[config.mk]
export PLATFORM = sky130hd
export DESIGN_NAME = sfc_top
export DESIGN_NICKNAME = d
export VERILOG_FILES = /design/src/logic/sfc_sync.v /design/src/logic/sfc_aux_div.v /design/src/logic/sfc_top.v
export VERILOG_INCLUDE_DIRS = /design/src /design/src/logic
export SDC_FILE = /design/constraint.sdc
export NUM_CORES = 1
export LEC_CHECK = 0
export BUFFER_PORTS_ARGS = -buffer_cell sky130_fd_sc_hd__buf_2
export CAP_MARGIN = 15
export CORE_MARGIN = 5
export CORE_UTILIZATION = 35
export CTS_BUF_LIST = sky130_fd_sc_hd__clkbuf_16
export DETAILED_ROUTE_END_ITERATION = 8
export MAX_ROUTING_LAYER = met4
export SLEW_MARGIN = 10
export SYNTH_ARGS = -nofsm -noshare
export SYNTH_HDL_FRONTEND = slang
export SYNTH_SLANG_ARGS = --single-unit
[constraint.sdc]
create_clock -name sys_clk -period 2.5 [get_ports sys_clk]
set_input_delay 0.5 -clock sys_clk [delete_from_list [all_inputs] [get_ports sys_clk]]
set_output_delay 0.5 -clock sys_clk [all_outputs]
set_load 0.01 [all_outputs]
[src/logic/sfc_regs.vh]
// Register map, field positions, reset values and codes of the synthesizer output block.
`ifndef SFC_REGS_VH
`define SFC_REGS_VH
`define SFC_ADDR_CTRL       4'h0
`define SFC_ADDR_REF_HOLD   4'h1
`define SFC_ADDR_MAIN_DIV   4'h2
`define SFC_ADDR_DAC        4'h3
`define SFC_ADDR_SEC_HOLD   4'h4
`define SFC_ADDR_SEC_REF    4'h5
`define SFC_LEN_CTRL        6'h08
`define SFC_LEN_REF_HOLD    6'h10
`define SFC_LEN_MAIN_DIV    6'h18
`define SFC_LEN_ADDRESSED   6'h20
`define SFC_CTRL_RESET      8'h02
`define SFC_HOLD_RESET      16'h0000
`define SFC_WIDE_RESET      24'h000000
`define SFC_CTRL_GP_LEVEL   7
`define SFC_CTRL_THREE_ST   6
`define SFC_CTRL_OPEN_DRN   5
`define SFC_CTRL_STANDBY    1
`define SFC_MAIN_AUX_SEL    23
`define SFC_SEC_MUX_HI      21
`define SFC_SEC_MUX_LO      20
`define SFC_MUX_STATIC      2'h0
`define SFC_MUX_MAIN_REF    2'h1
`define SFC_MUX_SEC_REF     2'h2
`define SFC_MUX_PULSE       2'h3
`define SFC_HALF_STEP_DEC   4'h5
`define SFC_HALF_STEP_WHOLE 4'h4
`define SFC_HALF_STEP_FIX   4'h5
`endif

[src/logic/sfc_sync.v]
// Two-flop synchroniser for one asynchronous level.
`timescale 1ns/1ps
module sfc_sync (
    sys_clk,
    nrst,
    async_in,
    sync_out
);
    input  wire sys_clk;
    input  wire nrst;
    input  wire async_in;
    output wire sync_out;

    reg first_reg;
    reg second_reg;

    always @(posedge sys_clk) begin
        if (!nrst) begin
            first_reg  <= 1'b0;
            second_reg <= 1'b0;
        end else begin
            first_reg  <= async_in;
            second_reg <= first_reg;
        end
    end

    assign sync_out = second_reg;
endmodule

[src/logic/sfc_aux_div.v]
// Fractional divider for the auxiliary output: ratio given in half units of a reference tick.
`timescale 1ns/1ps
`include "sfc_regs.vh"
module sfc_aux_div (
    sys_clk,
    nrst,
    osc_tick,
    half_count,
    enable,
    aux_out
);
    input  wire       sys_clk;
    input  wire       nrst;
    input  wire       osc_tick;
    input  wire [4:0] half_count;
    input  wire       enable;
    output reg        aux_out;

    // Each tick adds four quarter units; a half period ends when half_count is reached.
    // A ratio of 12.5 thus yields halves of 7, 6, 6 and 6 ticks, exact over two periods.
    reg  [4:0] acc_reg;
    wire [5:0] acc_sum;

    assign acc_sum = {1'b0, acc_reg} + 6'h04;

    always @(posedge sys_clk) begin
        if (!nrst) begin
            acc_reg <= 5'h00;
            aux_out <= 1'b0;
        end else if (!enable) begin
            acc_reg <= 5'h00;
            aux_out <= 1'b0;
        end else if (osc_tick) begin
            if (acc_sum >= {1'b0, half_count}) begin
                acc_reg <= acc_sum[4:0] - half_count;
                aux_out <= ~aux_out;
            end else begin
                acc_reg <= acc_sum[4:0];
            end
        end
    end
endmodule

[src/logic/sfc_top.v]
// Serial register port and output steering of the dual-loop synthesizer.
//
// Overview of operation
// - Two secondary reference bits pick the multi-purpose output source: static, main, secondary, pulse.
// - Static mode drives the multi-purpose output at control bit 7's level.
// - Secondary divider and pulse indicator sources rest low and pulse high.
// - Length-selected access: 8, 16, 24 clocks write control, ref holding, main divider.
// - Addressed access uses 32 clocks; nibble 0 to 5 selects the six registers.
// - Strap low: dual pins output divided oscillator, fixed prescaler, positive polarities.
// - Secondary ratio steps by 2 strap low, by 0.5 strap high; reset loads 2.5.
// - Auxiliary ratio: bit 23 clear gives 10 or 12.5, set gives 8 or 10.
// - Open-drain output pulled low when control bit 5 is 0, else released.
// - Three-state output: low, high, or released with main loop standby; default standby.
// - Strap high: main polarity follows its input; strap low: positive.
// - Strap high: secondary polarity follows its input; strap low: positive.
// - Control bit 6 drives three-state output only with strap low; else reference select.
// - Bits arrive most significant first, sampled on the shift clock rising edge.
// - The shifted word is committed only when the serial enable returns high.
`timescale 1ns/1ps
`include "sfc_regs.vh"
module sfc_top (
    sys_clk,
    nrst,
    ser_en_n,
    ser_clk,
    ser_data,
    mode_strap,
    osc_tick,
    main_ref_div_in,
    sec_ref_div_in,
    det_pulse_in,
    pol_main_in,
    pol_sec_in,
    multi_out,
    open_drain_oe,
    three_state_out,
    three_state_oe,
    aux_divided_out,
    aux_divided_out_n,
    aux_oe,
    main_standby,
    ext_ref_sel,
    main_pol_neg,
    sec_pol_neg,
    sec_dual_modulus,
    sec_half_steps,
    dac_value,
    ref_ratio_holding,
    sec_ratio_holding,
    main_divider,
    sec_reference
);
    input  wire        sys_clk;
    input  wire        nrst;
    input  wire        ser_en_n;
    input  wire        ser_clk;
    input  wire        ser_data;
    input  wire        mode_strap;
    input  wire        osc_tick;
    input  wire        main_ref_div_in;
    input  wire        sec_ref_div_in;
    input  wire        det_pulse_in;
    input  wire        pol_main_in;
    input  wire        pol_sec_in;
    output reg         multi_out;
    output reg         open_drain_oe;
    output reg         three_state_out;
    output reg         three_state_oe;
    output reg         aux_divided_out;
    output reg         aux_divided_out_n;
    output reg         aux_oe;
    output reg         main_standby;
    output reg         ext_ref_sel;
    output reg         main_pol_neg;
    output reg         sec_pol_neg;
    output reg         sec_dual_modulus;
    output reg  [3:0]  sec_half_steps;
    output reg  [15:0] dac_value;
    output reg  [15:0] ref_ratio_holding;
    output reg  [15:0] sec_ratio_holding;
    output reg  [23:0] main_divider;
    output reg  [23:0] sec_reference;

    // The serial port, strap and polarity inputs are brought into the sys_clk domain first.
    wire en_n_s;
    wire sclk_s;
    wire sdat_s;
    wire strap_s;
    wire pol_m_s;
    wire pol_s_s;
    wire aux_raw;

    sfc_sync u_sync_en   (.sys_clk(sys_clk), .nrst(nrst), .async_in(ser_en_n),   .sync_out(en_n_s));
    sfc_sync u_sync_clk  (.sys_clk(sys_clk), .nrst(nrst), .async_in(ser_clk),    .sync_out(sclk_s));
    sfc_sync u_sync_dat  (.sys_clk(sys_clk), .nrst(nrst), .async_in(ser_data),   .sync_out(sdat_s));
    sfc_sync u_sync_mode (.sys_clk(sys_clk), .nrst(nrst), .async_in(mode_strap), .sync_out(strap_s));
    sfc_sync u_sync_pm   (.sys_clk(sys_clk), .nrst(nrst), .async_in(pol_main_in), .sync_out(pol_m_s));
    sfc_sync u_sync_ps   (.sys_clk(sys_clk), .nrst(nrst), .async_in(pol_sec_in), .sync_out(pol_s_s));

    reg [7:0]  control_byte_reg;
    reg [31:0] shift_reg;
    reg [5:0]  bit_cnt_reg;
    reg        sclk_d_reg;
    reg        en_d_reg;
    reg [4:0]  aux_half_reg;

    wire sclk_rise = sclk_s & ~sclk_d_reg;
    wire en_rise   = en_n_s & ~en_d_reg;
    wire [1:0] mux_sel = sec_reference[`SFC_SEC_MUX_HI:`SFC_SEC_MUX_LO];
    wire [3:0] nibble  = shift_reg[31:28];

    // Counts saturate at 63 so an overlong frame cannot alias onto a valid length.
    always @(posedge sys_clk) begin
        if (!nrst) begin
            shift_reg   <= 32'h00000000;
            bit_cnt_reg <= 6'h00;
            sclk_d_reg  <= 1'b0;
            en_d_reg    <= 1'b1;
        end else begin
            sclk_d_reg <= sclk_s;
            en_d_reg   <= en_n_s;
            if (en_n_s) begin
                if (!en_rise) begin
                    bit_cnt_reg <= 6'h00;
                end
            end else if (sclk_rise) begin
                shift_reg <= {shift_reg[30:0], sdat_s};
                if (bit_cnt_reg != 6'h3f) begin
                    bit_cnt_reg <= bit_cnt_reg + 6'h01;
                end
            end
        end
    end

    // Register commit on the enable's return high.
    always @(posedge sys_clk) begin
        if (!nrst) begin
            control_byte_reg  <= `SFC_CTRL_RESET;
            ref_ratio_holding <= `SFC_HOLD_RESET;
            main_divider      <= `SFC_WIDE_RESET;
            dac_value         <= `SFC_HOLD_RESET;
            sec_ratio_holding <= `SFC_HOLD_RESET;
            sec_reference     <= `SFC_WIDE_RESET;
        end else if (en_rise) begin
            case (bit_cnt_reg)
                `SFC_LEN_CTRL:     control_byte_reg  <= shift_reg[7:0];
                `SFC_LEN_REF_HOLD: ref_ratio_holding <= shift_reg[15:0];
                `SFC_LEN_MAIN_DIV: main_divider      <= shift_reg[23:0];
                `SFC_LEN_ADDRESSED: begin
                    case (nibble)
                        `SFC_ADDR_CTRL:     control_byte_reg  <= shift_reg[7:0];
                        `SFC_ADDR_REF_HOLD: ref_ratio_holding <= shift_reg[15:0];
                        `SFC_ADDR_MAIN_DIV: main_divider      <= shift_reg[23:0];
                        `SFC_ADDR_DAC:      dac_value         <= shift_reg[15:0];
                        `SFC_ADDR_SEC_HOLD: sec_ratio_holding <= shift_reg[15:0];
                        `SFC_ADDR_SEC_REF:  sec_reference     <= shift_reg[23:0];
                        default: ;
                    endcase
                end
                default: ;
            endcase
        end
    end

    // Auxiliary ratio in half units: 16, 20 or 25 halves of the reference.
    always @(posedge sys_clk) begin
        if (!nrst) begin
            aux_half_reg <= 5'h14;
        end else if (main_divider[`SFC_MAIN_AUX_SEL]) begin
            aux_half_reg <= (sec_reference[1:0] == 2'h0) ? 5'h10 : 5'h14;
        end else begin
            aux_half_reg <= (sec_reference[1:0] == 2'h0) ? 5'h14 : 5'h19;
        end
    end

    sfc_aux_div u_aux (
        .sys_clk   (sys_clk),
        .nrst      (nrst),
        .osc_tick  (osc_tick),
        .half_count(aux_half_reg),
        .enable    (~strap_s),
        .aux_out   (aux_raw)
    );

    // Output steering; every pin-facing level leaves from a flip-flop.
    always @(posedge sys_clk) begin
        if (!nrst) begin
            multi_out         <= 1'b0;
            open_drain_oe     <= 1'b1;
            three_state_out   <= 1'b0;
            three_state_oe    <= 1'b0;
            aux_divided_out   <= 1'b0;
            aux_divided_out_n <= 1'b1;
            aux_oe            <= 1'b0;
            main_standby      <= 1'b1;
            ext_ref_sel       <= 1'b0;
            main_pol_neg      <= 1'b0;
            sec_pol_neg       <= 1'b0;
            sec_dual_modulus  <= 1'b0;
            sec_half_steps    <= `SFC_HALF_STEP_DEC;
        end else begin
            case (mux_sel)
                `SFC_MUX_STATIC:   multi_out <= control_byte_reg[`SFC_CTRL_GP_LEVEL];
                `SFC_MUX_MAIN_REF: multi_out <= main_ref_div_in;
                `SFC_MUX_SEC_REF:  multi_out <= sec_ref_div_in;
                `SFC_MUX_PULSE:    multi_out <= det_pulse_in;
                default:           multi_out <= 1'b0;
            endcase
            open_drain_oe <= ~control_byte_reg[`SFC_CTRL_OPEN_DRN];
            main_standby  <= control_byte_reg[`SFC_CTRL_STANDBY];
            // Output B only meaningful with strap low; otherwise bit 6 picks the reference.
            three_state_oe  <= ~strap_s & ~control_byte_reg[`SFC_CTRL_STANDBY];
            three_state_out <= ~strap_s & control_byte_reg[`SFC_CTRL_THREE_ST];
            ext_ref_sel     <= strap_s & control_byte_reg[`SFC_CTRL_THREE_ST];
            // Strap follows its synchronised level every cycle, never latched once.
            aux_oe            <= ~strap_s;
            aux_divided_out   <= ~strap_s & aux_raw;
            aux_divided_out_n <= ~strap_s & ~aux_raw;
            main_pol_neg      <= strap_s & pol_m_s;
            sec_pol_neg       <= strap_s & pol_s_s;
            sec_dual_modulus  <= strap_s;
            sec_half_steps    <= strap_s ? 4'h1 : `SFC_HALF_STEP_WHOLE;
        end
    end
endmodule

* After elaboration in Yosys (flattened, before gate mapping)
Cells that the tools add are included.
** Storage, ports and cells
- Register bits :: 183
- Bits of input ports :: 12
- Word-level logic and storage cells :: 110
- Output and inout bits :: 112
** Cells by class
- Multiplexer cells :: 16
- Bitwise gates (word level) :: 17
- Equality and inequality tests :: 17
- Magnitude comparators :: 1
- Add/sub/neg operators :: 3
- Reductions and logical operators :: 18
** Operator list (count)
- 24-bit case mux with 2 select lines :: 1
- 16-bit case mux with 2 select lines :: 1
- 24-bit 2-to-1 mux :: 1
- 6-bit 2-to-1 mux :: 4
- 3-bit AND reduction :: 7
- 16-bit 2-to-1 mux :: 1
- 8-bit case mux with 2 select lines :: 1
- 6-bit by 5-bit == test with 1-bit output, second input constant :: 2
- 2-bit nonzero test :: 5
- 1-bit bitwise AND :: 9
- 4-bit by 2-bit == test with 1-bit output, second input constant :: 2
- 4-bit by 3-bit == test with 1-bit output, second input constant :: 2
- 4-bit 2-to-1 mux :: 2
- 8-bit 2-to-1 mux :: 1
- 1-bit inverter :: 8
- 5-bit by 3-bit adder with 6-bit output, second input constant :: 1
- 6-bit by 1-bit adder with 6-bit output, second input constant :: 1
- 6-bit by 4-bit == test with 1-bit output, second input constant :: 1
- 6-bit == test, second input constant :: 1
- 6-bit by 5-bit >= comparator with 1-bit output :: 1
- 3-bit 2-to-1 mux :: 2
- 6-bit != test, second input constant :: 1
- 5-bit 2-to-1 mux :: 1
- 5-bit subtractor :: 1
- 10 further kinds :: 15

* Depth between registers and ports, before layout
Gate-level depths: netlist of the first run.
- Depth after elaboration :: 4
- Gate-level depth with buffers :: 9
- Depth with buffers taken out :: 8

* By module
A second synthesis of the first run with hierarchy kept.
** Second synthesis, totals
- Cell total of the unflattened synthesis :: 682
- Area, all modules :: 6570.1 µm²
** By module, submodules not included
- sfc_top :: area each 5723.0 µm², sequential area each 3123.0 µm², cells each 597, instances 1
- sfc_aux_div :: area each 531.8 µm², sequential area each 120.1 µm², cells each 61, instances 1
- sfc_sync :: area each 52.6 µm², sequential area each 40.0 µm², cells each 4, instances 6

* Worst setup path after synthesis of the first run
No wires, ideal clock.
- Path type :: reg-to-reg
- Start point :: register u_aux.acc_reg[2]
- End point :: register u_aux.acc_reg[3]
- Stages on the path, launching flop included :: 8
- Buffers on the path :: 0
- Setup time :: 119 ps
- Setup slack :: 718 ps
- Required time :: 2381 ps
- Data arrival time :: 1662 ps
- Period minus slack after synthesis :: 1782 ps
- Cells stage by stage :: dfxtp_1 > ha_1 > ha_1 > nor2_1 > a21oi_1 > o21ai_0 > mux2i_1 > a21oi_1
** Between the ends
- Cells in the longest elaborated chain, start to end :: 3
- Elaborated cells on any way between the ends :: 4
- Classes of those cells :: add/sub: 2; order compare: 1; mux: 1
** Ends and longest elaborated chain
- start: declaration :: line sfc_aux_div.v:21 : reg [4:0] acc_reg;
- start signal: assignment :: line sfc_aux_div.v:35 : acc_reg <= acc_sum[4:0] - half_count;
- start signal: assignment :: line sfc_aux_div.v:38 : acc_reg <= acc_sum[4:0];
- 5-bit by 3-bit adder with 6-bit output (*) :: line sfc_aux_div.v:24 : assign acc_sum = {1'b0, acc_reg} + 6'h04;
- 5-bit subtractor or 6-bit by 5-bit >= comparator with 1-bit output (tied branches) :: line sfc_aux_div.v:35, sfc_aux_div.v:34
- 5-bit 2-to-1 mux (*) :: line sfc_aux_div.v:34 : if (acc_sum >= {1'b0, half_count}) begin
Every way passes the cells marked *; elsewhere a longest branch is shown, timed or not.
A chain may end at the register's enable or synchronous reset.

* Worst setup path after layout of the first run
- Start point :: register u_aux.acc_reg[2]
- End point :: register u_aux.acc_reg[0]
** Between the ends
- Cells in the longest elaborated chain, start to end :: 3
** Ends and longest elaborated chain (line)
- 5-bit by 3-bit adder with 6-bit output :: sfc_aux_div.v:24
- 6-bit by 5-bit >= comparator with 1-bit output :: sfc_aux_div.v:34
- 5-bit 2-to-1 mux :: sfc_aux_div.v:34
Every way passes these cells.

==> metrics, run 1 <==
synthesized netlist cell count 733; clock power share 45.7%; fin nets 853; Finished Layout Cells 1080; hold slack 0.285 ns; setup tns final 0 ns; gpl congestion 0.790; final core occ 42.5%; Reg power frac 51.0%; total power 5.49 mW; global-route wire length before repair 24800 um; Worst VDD drop 0.475 mV; worst hold path type in2reg; htree depth 4; Switching Fraction 21.5%; maximum number of pins on one net before global-route repair 200; CP Capture Type register; Max Buffers Root-to-Sink 2; clk_lat worst skew 0.42 ns; RSZ-0062 raised after global routing false; Slowest-stage cell, CP dfxtp_1; Final ANT Viol Nets 0; Die X 147 um; count leader, synth nand2_1; Arr. time, crit path 2.28 ns; 1st-iter DRT viols 262; die footprint 21600 um^2; most frequent cells after synthesis 196 x nand2_1, 174 x dfxtp_1, 47 x nand3_1; initial antenna violation count 0; required time of the critical path 2.83 ns; design area 7910 um^2; FP Rows 50; n_diodes 0; P_sw 1.18 mW; uppermost layer routed met4; Slew Viols, Final 0; synthesized area 6550 um^2; routed wire length per instance 14.2 um; Synth Warn # 0; Yosys cell types 52; leakage power 3.07 nW; DR pass1 iterations 4; CP Cell Sequence ha_1 -> ha_1 -> nor2_1 -> a21oi_1 -> o211a_1 -> nor2_1 -> a211oi_1; Setup-failing EPs final 0; Metal-1 WL 7610 um; async set-reset flop share out of synthesis 0%; starting density of the core 35.3%; minimum clock period 1.95 ns; total gr overflow 0; clock root cell clkbuf_16; vias in the first global route 4681; Die Ht 147 um; final number of hold-violating endpoints 0; CP Max Fanout 5; Core ar. 18600 um^2; placed cell count 1049; DR vias/cell 4.69; gr usage total 14.6%; Peak Freq 512 MHz; Max-slew headroom 44.6%; post_cts resized 0; Final Skew 0.00764 ns; DR WL met3 656 um; worst-margin pin slew 0.831 ns; CTS tree built; crit path buf inv count 0; Area Overhead vs Synth 20.7%; dpl ws 0.544 ns; Synth area leader dfxtp_1; Post-Syn Area per Cell 8.94 um^2; clock slew at reported path FFs 0.06 ns; placed instance area 7350 um^2; Sink Count 174; Largest register FFs 32; Power Internal 4.31 mW; via count 5064; status finished clean; Post-DP HPWL 10300 um; EDFF count, synth 0; max_cap viols 0; CTS Buf Count 17; setup bufs post-CTS 0; post-synthesis register bit count 174; Setup CP Type reg2reg; Yosys top cell area share 53.2%; startpoint class of the critical path register; Combinational Power Share 3.3%; share of cells above drive strength 1 19.9%; flop-to-flop setup slack 0.55 ns; pwr dens 695 nW/um^2; Routed WL 15400 um; Setup WS post-layout 0.546 ns; CTS Hold Bufs 0; DRC 0; Final period util 78.1%; dominant synthesized flop cell dfxtp_1; sequential-to-total area share from yosys stat 53.2%; Synth area leaders dfxtp_1 53%, nand2_1 11%, a21boi_1 4.2%, a21boi_0 4.1%, nand3_1 3.6%; largest stage delay on the critical path 0.40 ns; routed wl met2 6940 um; Top Family by Delay on Critical Path compound AO/OA/AOI/OAI gates; Port-buffer cells 121; top-level I/O count 124
[cells by family after synthesis]
logic type | count (synthesis) | share of synthesized area (%)
other | 1 | 0.0572
flip-flops | 174 | 53.2
multiplexers | 20 | 3.25
adder cells (fa/ha/maj) | 7 | 1.34
AO/OA/AOI/OAI | 143 | 14.4
buffers and inverters | 60 | 4.03
XOR/XNOR | 9 | 1.20
AND/OR/NAND/NOR | 319 | 22.6
[layout by cell type (no fill, tap or decap), drive strengths merged, types with 7 or more instances in the layout]
cell type    n
dfxtp      174
a21boi      73
o21ai       49
mux2i       19
a21oi       10
nor2        15
buf        131
and2        17
ha           7
nand3       47
xnor2        8
inv         15
clkbuf      17
nor2b       18
nand2      197
[power by group through the flow]
stage               combinational [mW]  clock (mW)  sequential, mW
floorplan                        0.136           0            2.86
global placement                 0.180           0            2.87
detailed placement               0.180           0            2.87
CTS                              0.180        2.57            2.80
global route                     0.200        2.70            2.80
finish                           0.179        2.51            2.80
[path summary, 6_finish.rpt]
check                      start                  end  cells past startpoint
max             u_aux.acc_reg[2]     u_aux.acc_reg[0]                      7
min                  pol_main_in  u_sync_pm.first_reg                      2
max reg2reg     u_aux.acc_reg[2]     u_aux.acc_reg[0]                      7
min reg2reg  control_byte_reg[5]        open_drain_oe                      1
[final cells by class]
cell class,instances,area (um^2)
Multi-Input combinational cell,500,2820
Clock inverter,14,129
Fill cell,1880,10700
Sequential cell,174,3480
Clock buffer,17,425
Inverter,10,37.5
Timing Repair Buffer,131,721
Tap cell,234,293
[routing by layer]
| layer | global-route usage, % | up-vias |
|---|---|---|
| li1 | - | 2637 |
| met5 | - | - |
| met4 | 4.09 | 0 |
| met2 | 21.8 | 88 |
| met1 | 19.5 | 2325 |
| met3 | 3.95 | 14 |
Note: power is estimated with default switching activity, not from simulation.
==> inputs of run 2 (changes only) <==
==> constraint.sdc (replaced) <==
create_clock -name sys_clk -period 1.9 [get_ports sys_clk]
set_input_delay 0.38 -clock sys_clk [delete_from_list [all_inputs] [get_ports sys_clk]]
set_output_delay 0.38 -clock sys_clk [all_outputs]
set_load 0.01 [all_outputs]
==> run 2 against run 1 <==
Effect of this change:
- clock skew rose by 0.0016 ns
- worst hold slack got worse by 0.12 ns
- final area rose by 2.3%
- highest routed layer unchanged
- largest power group unchanged
- sequential share of layout area fell by 0.98 points
- wire length rose by 0.75%
- clock power rose by 37%
- power rose by 35%
==> metrics, run 2 (synthesis results as in run 1) <==
design area 8080 um^2 (+2.3%); status finished clean; routed wire length per instance 14.2 um (-0.45%); Routed WL 15500 um (+0.75%); Final period util 94.2% (+16 points); Max-slew headroom 60.1% (+16 points); Final ANT Viol Nets 0 (unchanged); Post-DP HPWL 10600 um (+2.6%); Area Overhead vs Synth 23.4%; Die Ht 147 um (unchanged); Arr. time, crit path 2.13 ns (-0.15 ns); initial antenna violation count 0 (unchanged); starting density of the core 35.3% (unchanged); clock root cell clkbuf_16; CTS Buf Count 17 (unchanged); clk_lat worst skew 0.43 ns (about the same); total power 7.40 mW (+35%); FILL cells 1822 (-3.1%); Setup WS post-layout 0.109 ns (-0.437 ns); fin nets 865 (+1.4%); FP Rows 50 (unchanged); worst-margin pin slew 0.598 ns (-0.233 ns); share of cells above drive strength 1 22.6% (+2.7 points); setup bufs post-CTS 0 (unchanged); Port-buffer cells 121 (unchanged); pwr dens 916 nW/um^2 (+32%); die footprint 21600 um^2 (unchanged); Peak Freq 558 MHz (+9.1%); Setup CP Type reg2reg; vias in the first global route 4881 (+4.3%); Largest register FFs 32 (unchanged); total gr overflow 0 (unchanged); worst hold path type in2reg; CP Max Fanout 5 (unchanged); Worst VDD drop 0.609 mV (+28%); DRC 0 (unchanged); gpl congestion 0.827 (+4.7%); minimum clock period 1.79 ns (-0.163 ns); leakage power 3.15 nW (+2.5%); placed instance area 7450 um^2 (+1.4%); global-route wire length before repair 25400 um (+2.2%); Die X 147 um (unchanged); Core ar. 18600 um^2 (unchanged); required time of the critical path 2.24 ns (-0.59 ns); Sink Count 174 (unchanged); max_cap viols 0 (unchanged); n_diodes 0 (unchanged); Max Buffers Root-to-Sink 2 (unchanged); final number of hold-violating endpoints 0 (unchanged); Finished Layout Cells 1093 (+1.2%); CP Capture Type register; startpoint class of the critical path register; most frequent cells in the layout 195 x nand2_1, 174 x dfxtp_1, 120 x buf_2; via count 5111 (+0.93%); DR vias/cell 4.68 (-0.27%); maximum number of pins on one net before global-route repair 71 (-65%); Slew Viols, Final 0 (unchanged); top-level I/O count 124 (unchanged); placed cell count 1061 (+1.1%); dpl ws -0.00189 ns (-0.546 ns); final core occ 43.5% (+0.96 points); htree depth 4 (unchanged); Final Skew 0.00924 ns (+0.00160 ns); DR pass1 iterations 4 (unchanged); Setup-failing EPs final 0 (unchanged); 1st-iter DRT viols 366 (+40%); gr usage total 14.9% (+0.36 points); most common cell after layout, fill and taps aside nand2_1; clock slew at reported path FFs 0.06 ns (about the same); CTS tree built
[run 2: per-layer routing]
metal,routed length (um),vias up,track usage [%]
met5,0,-,-
met4,227,0,4.84
met3,710,19,3.58
met2,7020,100,22.8
met1,7540,2333,19.6
li1,-,2659,-
[run 2: timing repair]
item,in CTS,in global routing
setup endpoints to repair,2,7
cloned,0,0
endpoints found under the hold margin,0,0
gates resized for setup,2,8
hold buffers,0,0
pin swaps,1,1
[run 2: stage by stage]
step                TNS (ns)  hold slack [ns]
floorplan                  0            0.358
global placement           0            0.373
detailed placement  -0.00189            0.372
CTS                        0            0.144
global route         -0.0129            0.154
finish                     0            0.161
[run 2: critical path: stages (launching register included)]
cell and delay (ns):
dfxtp_1 0.31, ha_1 0.34, ha_4 0.31, nand4b_1 0.16, nand2_2 0.14, o211a_4 0.21
nor2_1 0.04, a211oi_1 0.20
[run 2: final timing paths]
path | slack [ns] | cells after the start | end | from
min reg2reg | 0.39 | 1 | open_drain_oe | control_byte_reg[5]
min | 0.16 | 2 | u_sync_mode.first_reg | mode_strap
max reg2reg | 0.11 | 7 | u_aux.acc_reg[0] | u_aux.acc_reg[2]
max | 0.11 | 7 | u_aux.acc_reg[0] | u_aux.acc_reg[2]
[run 2: power by group]
| group | switching, mW | internal, mW |
|---|---|---|
| registers | 0.0129 | 3.67 |
| clock network | 1.49 | 1.96 |
| logic | 0.158 | 0.112 |
[run 2: area by class of cell]
class	instances	area, um^2	area share [%]
clock buffers	17	425	5.26
well taps	234	293	3.62
flip-flops and latches	174	3480	43.1
multi-input cells	500	2860	35.4
clock inverters	15	159	1.97
inverters	10	37.5	0.464
repair buffers	143	823	10.2
==> inputs of run 3 (changes only) <==
--- a/config.mk
+++ b/config.mk
@@ -11,8 +11,10 @@
 export CORE_MARGIN = 5
 export CORE_UTILIZATION = 35
 export CTS_BUF_LIST = sky130_fd_sc_hd__clkbuf_16
+export CTS_CLUSTER_DIAMETER = 30
 export DETAILED_ROUTE_END_ITERATION = 8
 export MAX_ROUTING_LAYER = met4
+export REMOVE_ABC_BUFFERS = 1
 export SLEW_MARGIN = 10
 export SYNTH_ARGS = -nofsm -noshare
 export SYNTH_HDL_FRONTEND = slang
==> run 3 against run 2 <==
Effect of this change:
- die area is the same
- sequential share of layout area grew 0.13 points
- clock power shrank 9.6%
- sequential power is essentially flat
- register-to-register slack is essentially flat
- via count grew 1.1%
- worst hold slack gained 0.0062 ns
- count of clock-buffer cells in the layout is the same
- largest cell class unchanged
==> metrics, run 3 (synthesis results as in run 1) <==
DRC 0 (unchanged); top-level I/O count 124 (unchanged); htree depth 4 (unchanged); Area Overhead vs Synth 23.0%; FILL cells 1841 (+1.0%); P_sw 1.62 mW (-2.4%); placed instance area 7520 um^2 (+0.92%); via count 5166 (+1.1%); status finished clean; most frequent cells in the layout 195 x nand2_1, 174 x dfxtp_1, 120 x buf_2; CP Max Fanout 5 (unchanged); Worst VDD drop 0.633 mV (+4.0%); routed wire length per instance 14.4 um (+1.2%); 1st-iter DRT viols 215 (-41%); worst hold path type in2reg; Core ar. 18600 um^2 (unchanged); Setup-failing EPs final 0 (unchanged); largest stage delay on the critical path 0.33 ns (about the same); total area of sequential cells 3480 um^2 (unchanged); Sink Count 174 (unchanged); CTS tree built; crit path buf inv count 0 (unchanged); share of cells above drive strength 1 22.1% (-0.45 points); DR vias/cell 4.71 (+0.71%); pwr dens 877 nW/um^2 (-4.2%); starting density of the core 35.3% (unchanged); total gr overflow 0 (unchanged); most frequent CP cell ha_1; Peak Freq 557 MHz (-0.18%); CTS Hold Bufs 0 (unchanged); leakage power 3.15 nW (about the same); Slowest-stage cell, CP ha_1; final number of hold-violating endpoints 0 (unchanged); RSZ-0062 raised after global routing false; Final Skew 0.0129 ns (+0.00364 ns); startpoint class of the critical path register; Slew Viols, Final 0 (unchanged); Setup CP Type reg2reg; die footprint 21600 um^2 (unchanged); global-route wire length before repair 26300 um (+3.6%); maximum number of pins on one net before global-route repair 101 (+42%); Power Internal 5.44 mW (-5.1%); minimum clock period 1.79 ns (+0.00314 ns); placed cell count 1066 (+0.47%); fin nets 870 (+0.58%); Final ANT Viol Nets 0 (unchanged); initial antenna violation count 0 (unchanged); max_cap viols 0 (unchanged); DR pass1 iterations 4 (unchanged); required time of the critical path 2.23 ns (about the same); Max Buffers Root-to-Sink 2 (unchanged); setup bufs post-CTS 0 (unchanged); FP Rows 50 (unchanged); clock slew at reported path FFs 0.06 ns (about the same); Combinational Power Share 3.7% (about the same); vias in the first global route 5140 (+5.3%); Routed WL 15700 um (+1.6%); clock power share 44.2% (-2.4 points); gpl congestion 0.791 (-4.3%); clock root cell clkbuf_16; CTS Buf Count 17 (unchanged); CP Capture Type register; Largest register FFs 32 (unchanged); Port-buffer cells 121 (unchanged); Die X 147 um (unchanged); gr usage total 15.4% (+0.46 points); Switching Fraction 23.0% (+0.50 points); area used by multi-input combinational logic 2840 um^2 (-0.92%); hold path depth 2 (unchanged); design area 8060 um^2 (-0.31%); Arr. time, crit path 2.12 ns (about the same); worst reg2reg path depth 6 (-1); CP Cell Sequence ha_1 -> ha_1 -> nand4b_1 -> nand2_1 -> o211a_4 -> a211oi_1; Post-DP HPWL 10600 um (-0.10%); Die Ht 147 um (unchanged); Top Family by Delay on Critical Path adder cells; n_diodes 0 (unchanged); Finished Layout Cells 1097 (+0.37%); most common cell after layout, fill and taps aside nand2_1; Critical Path Stages 6 (-1); Final period util 94.4% (+0.17 points); Reg power frac 52.1% (+2.3 points); clk_lat worst skew 0.42 ns (about the same)
==> run 3: worst register-to-register path: stages, from the launching register on <==
cell	delay, ns
dfxtp_1	0.31
ha_1	0.31
ha_1	0.33
nand4b_1	0.14
nand2_1	0.11
o211a_4	0.28
a211oi_1	0.22
==> run 3: routing by layer <==
layer / share of wire [%] / track usage, %
met5: 0 / -
met4: 1.1 / 4.66
met1: 48 / 19.6
met3: 5.5 / 4.41
met2: 45 / 23.8
==> run 3: per-stage QoR <==
stage                     total power [mW]  hold slack [ns]  TNS (ns)  setup slack, ns  util, %
after floorplan                       3.90            0.358    -27.55           -0.550        -
after global placement                4.02            0.390         0           0.0356     40.5
after detailed placement              4.02            0.382         0           0.0225     40.5
after CTS                             7.17            0.144         0           0.0239     43.3
after global routing                  7.34            0.157         0           0.0101     43.4
final                                 7.07            0.167         0            0.106     43.4
==> run 3: final cells by class <==
type	instances	share of cell area (%)
sequential	174	43.2
timing repair buffer	148	11.0
tap	234	3.63
clock buffer	17	5.28
multi-input combinational	500	35.2
inverter	10	0.466
clock inverter	14	1.16
==> run 3: power groups by stage <==
stage	clock network, mW	logic, mW	registers [mW]
6_report	3.12	0.261	3.68
5_1_grt	3.37	0.289	3.68
4_1_cts	3.23	0.253	3.68
3_5_place_dp	0	0.252	3.77
3_3_place_gp	0	0.253	3.77
2_1_floorplan	0	0.127	3.77
==> run 3: path summary, 6_finish.rpt <==
check / startpoint / end / slack, ns
hold / removal: pol_main_in / u_sync_pm.first_reg / 0.17
setup / recovery: u_aux.acc_reg[2] / u_aux.acc_reg[1] / 0.11
setup reg to reg: u_aux.acc_reg[2] / u_aux.acc_reg[1] / 0.11
hold reg to reg: control_byte_reg[5] / open_drain_oe / 0.40
==> run 3: timing repair <==
| action | CTS | global route |
|---|---|---|
| gates resized for setup | 1 | 4 |
| endpoints found under the setup margin | 1 | 5 |
| hold endpoints to repair | 0 | 0 |
| pin swaps | 0 | 1 |
| gates cloned | 0 | 0 |
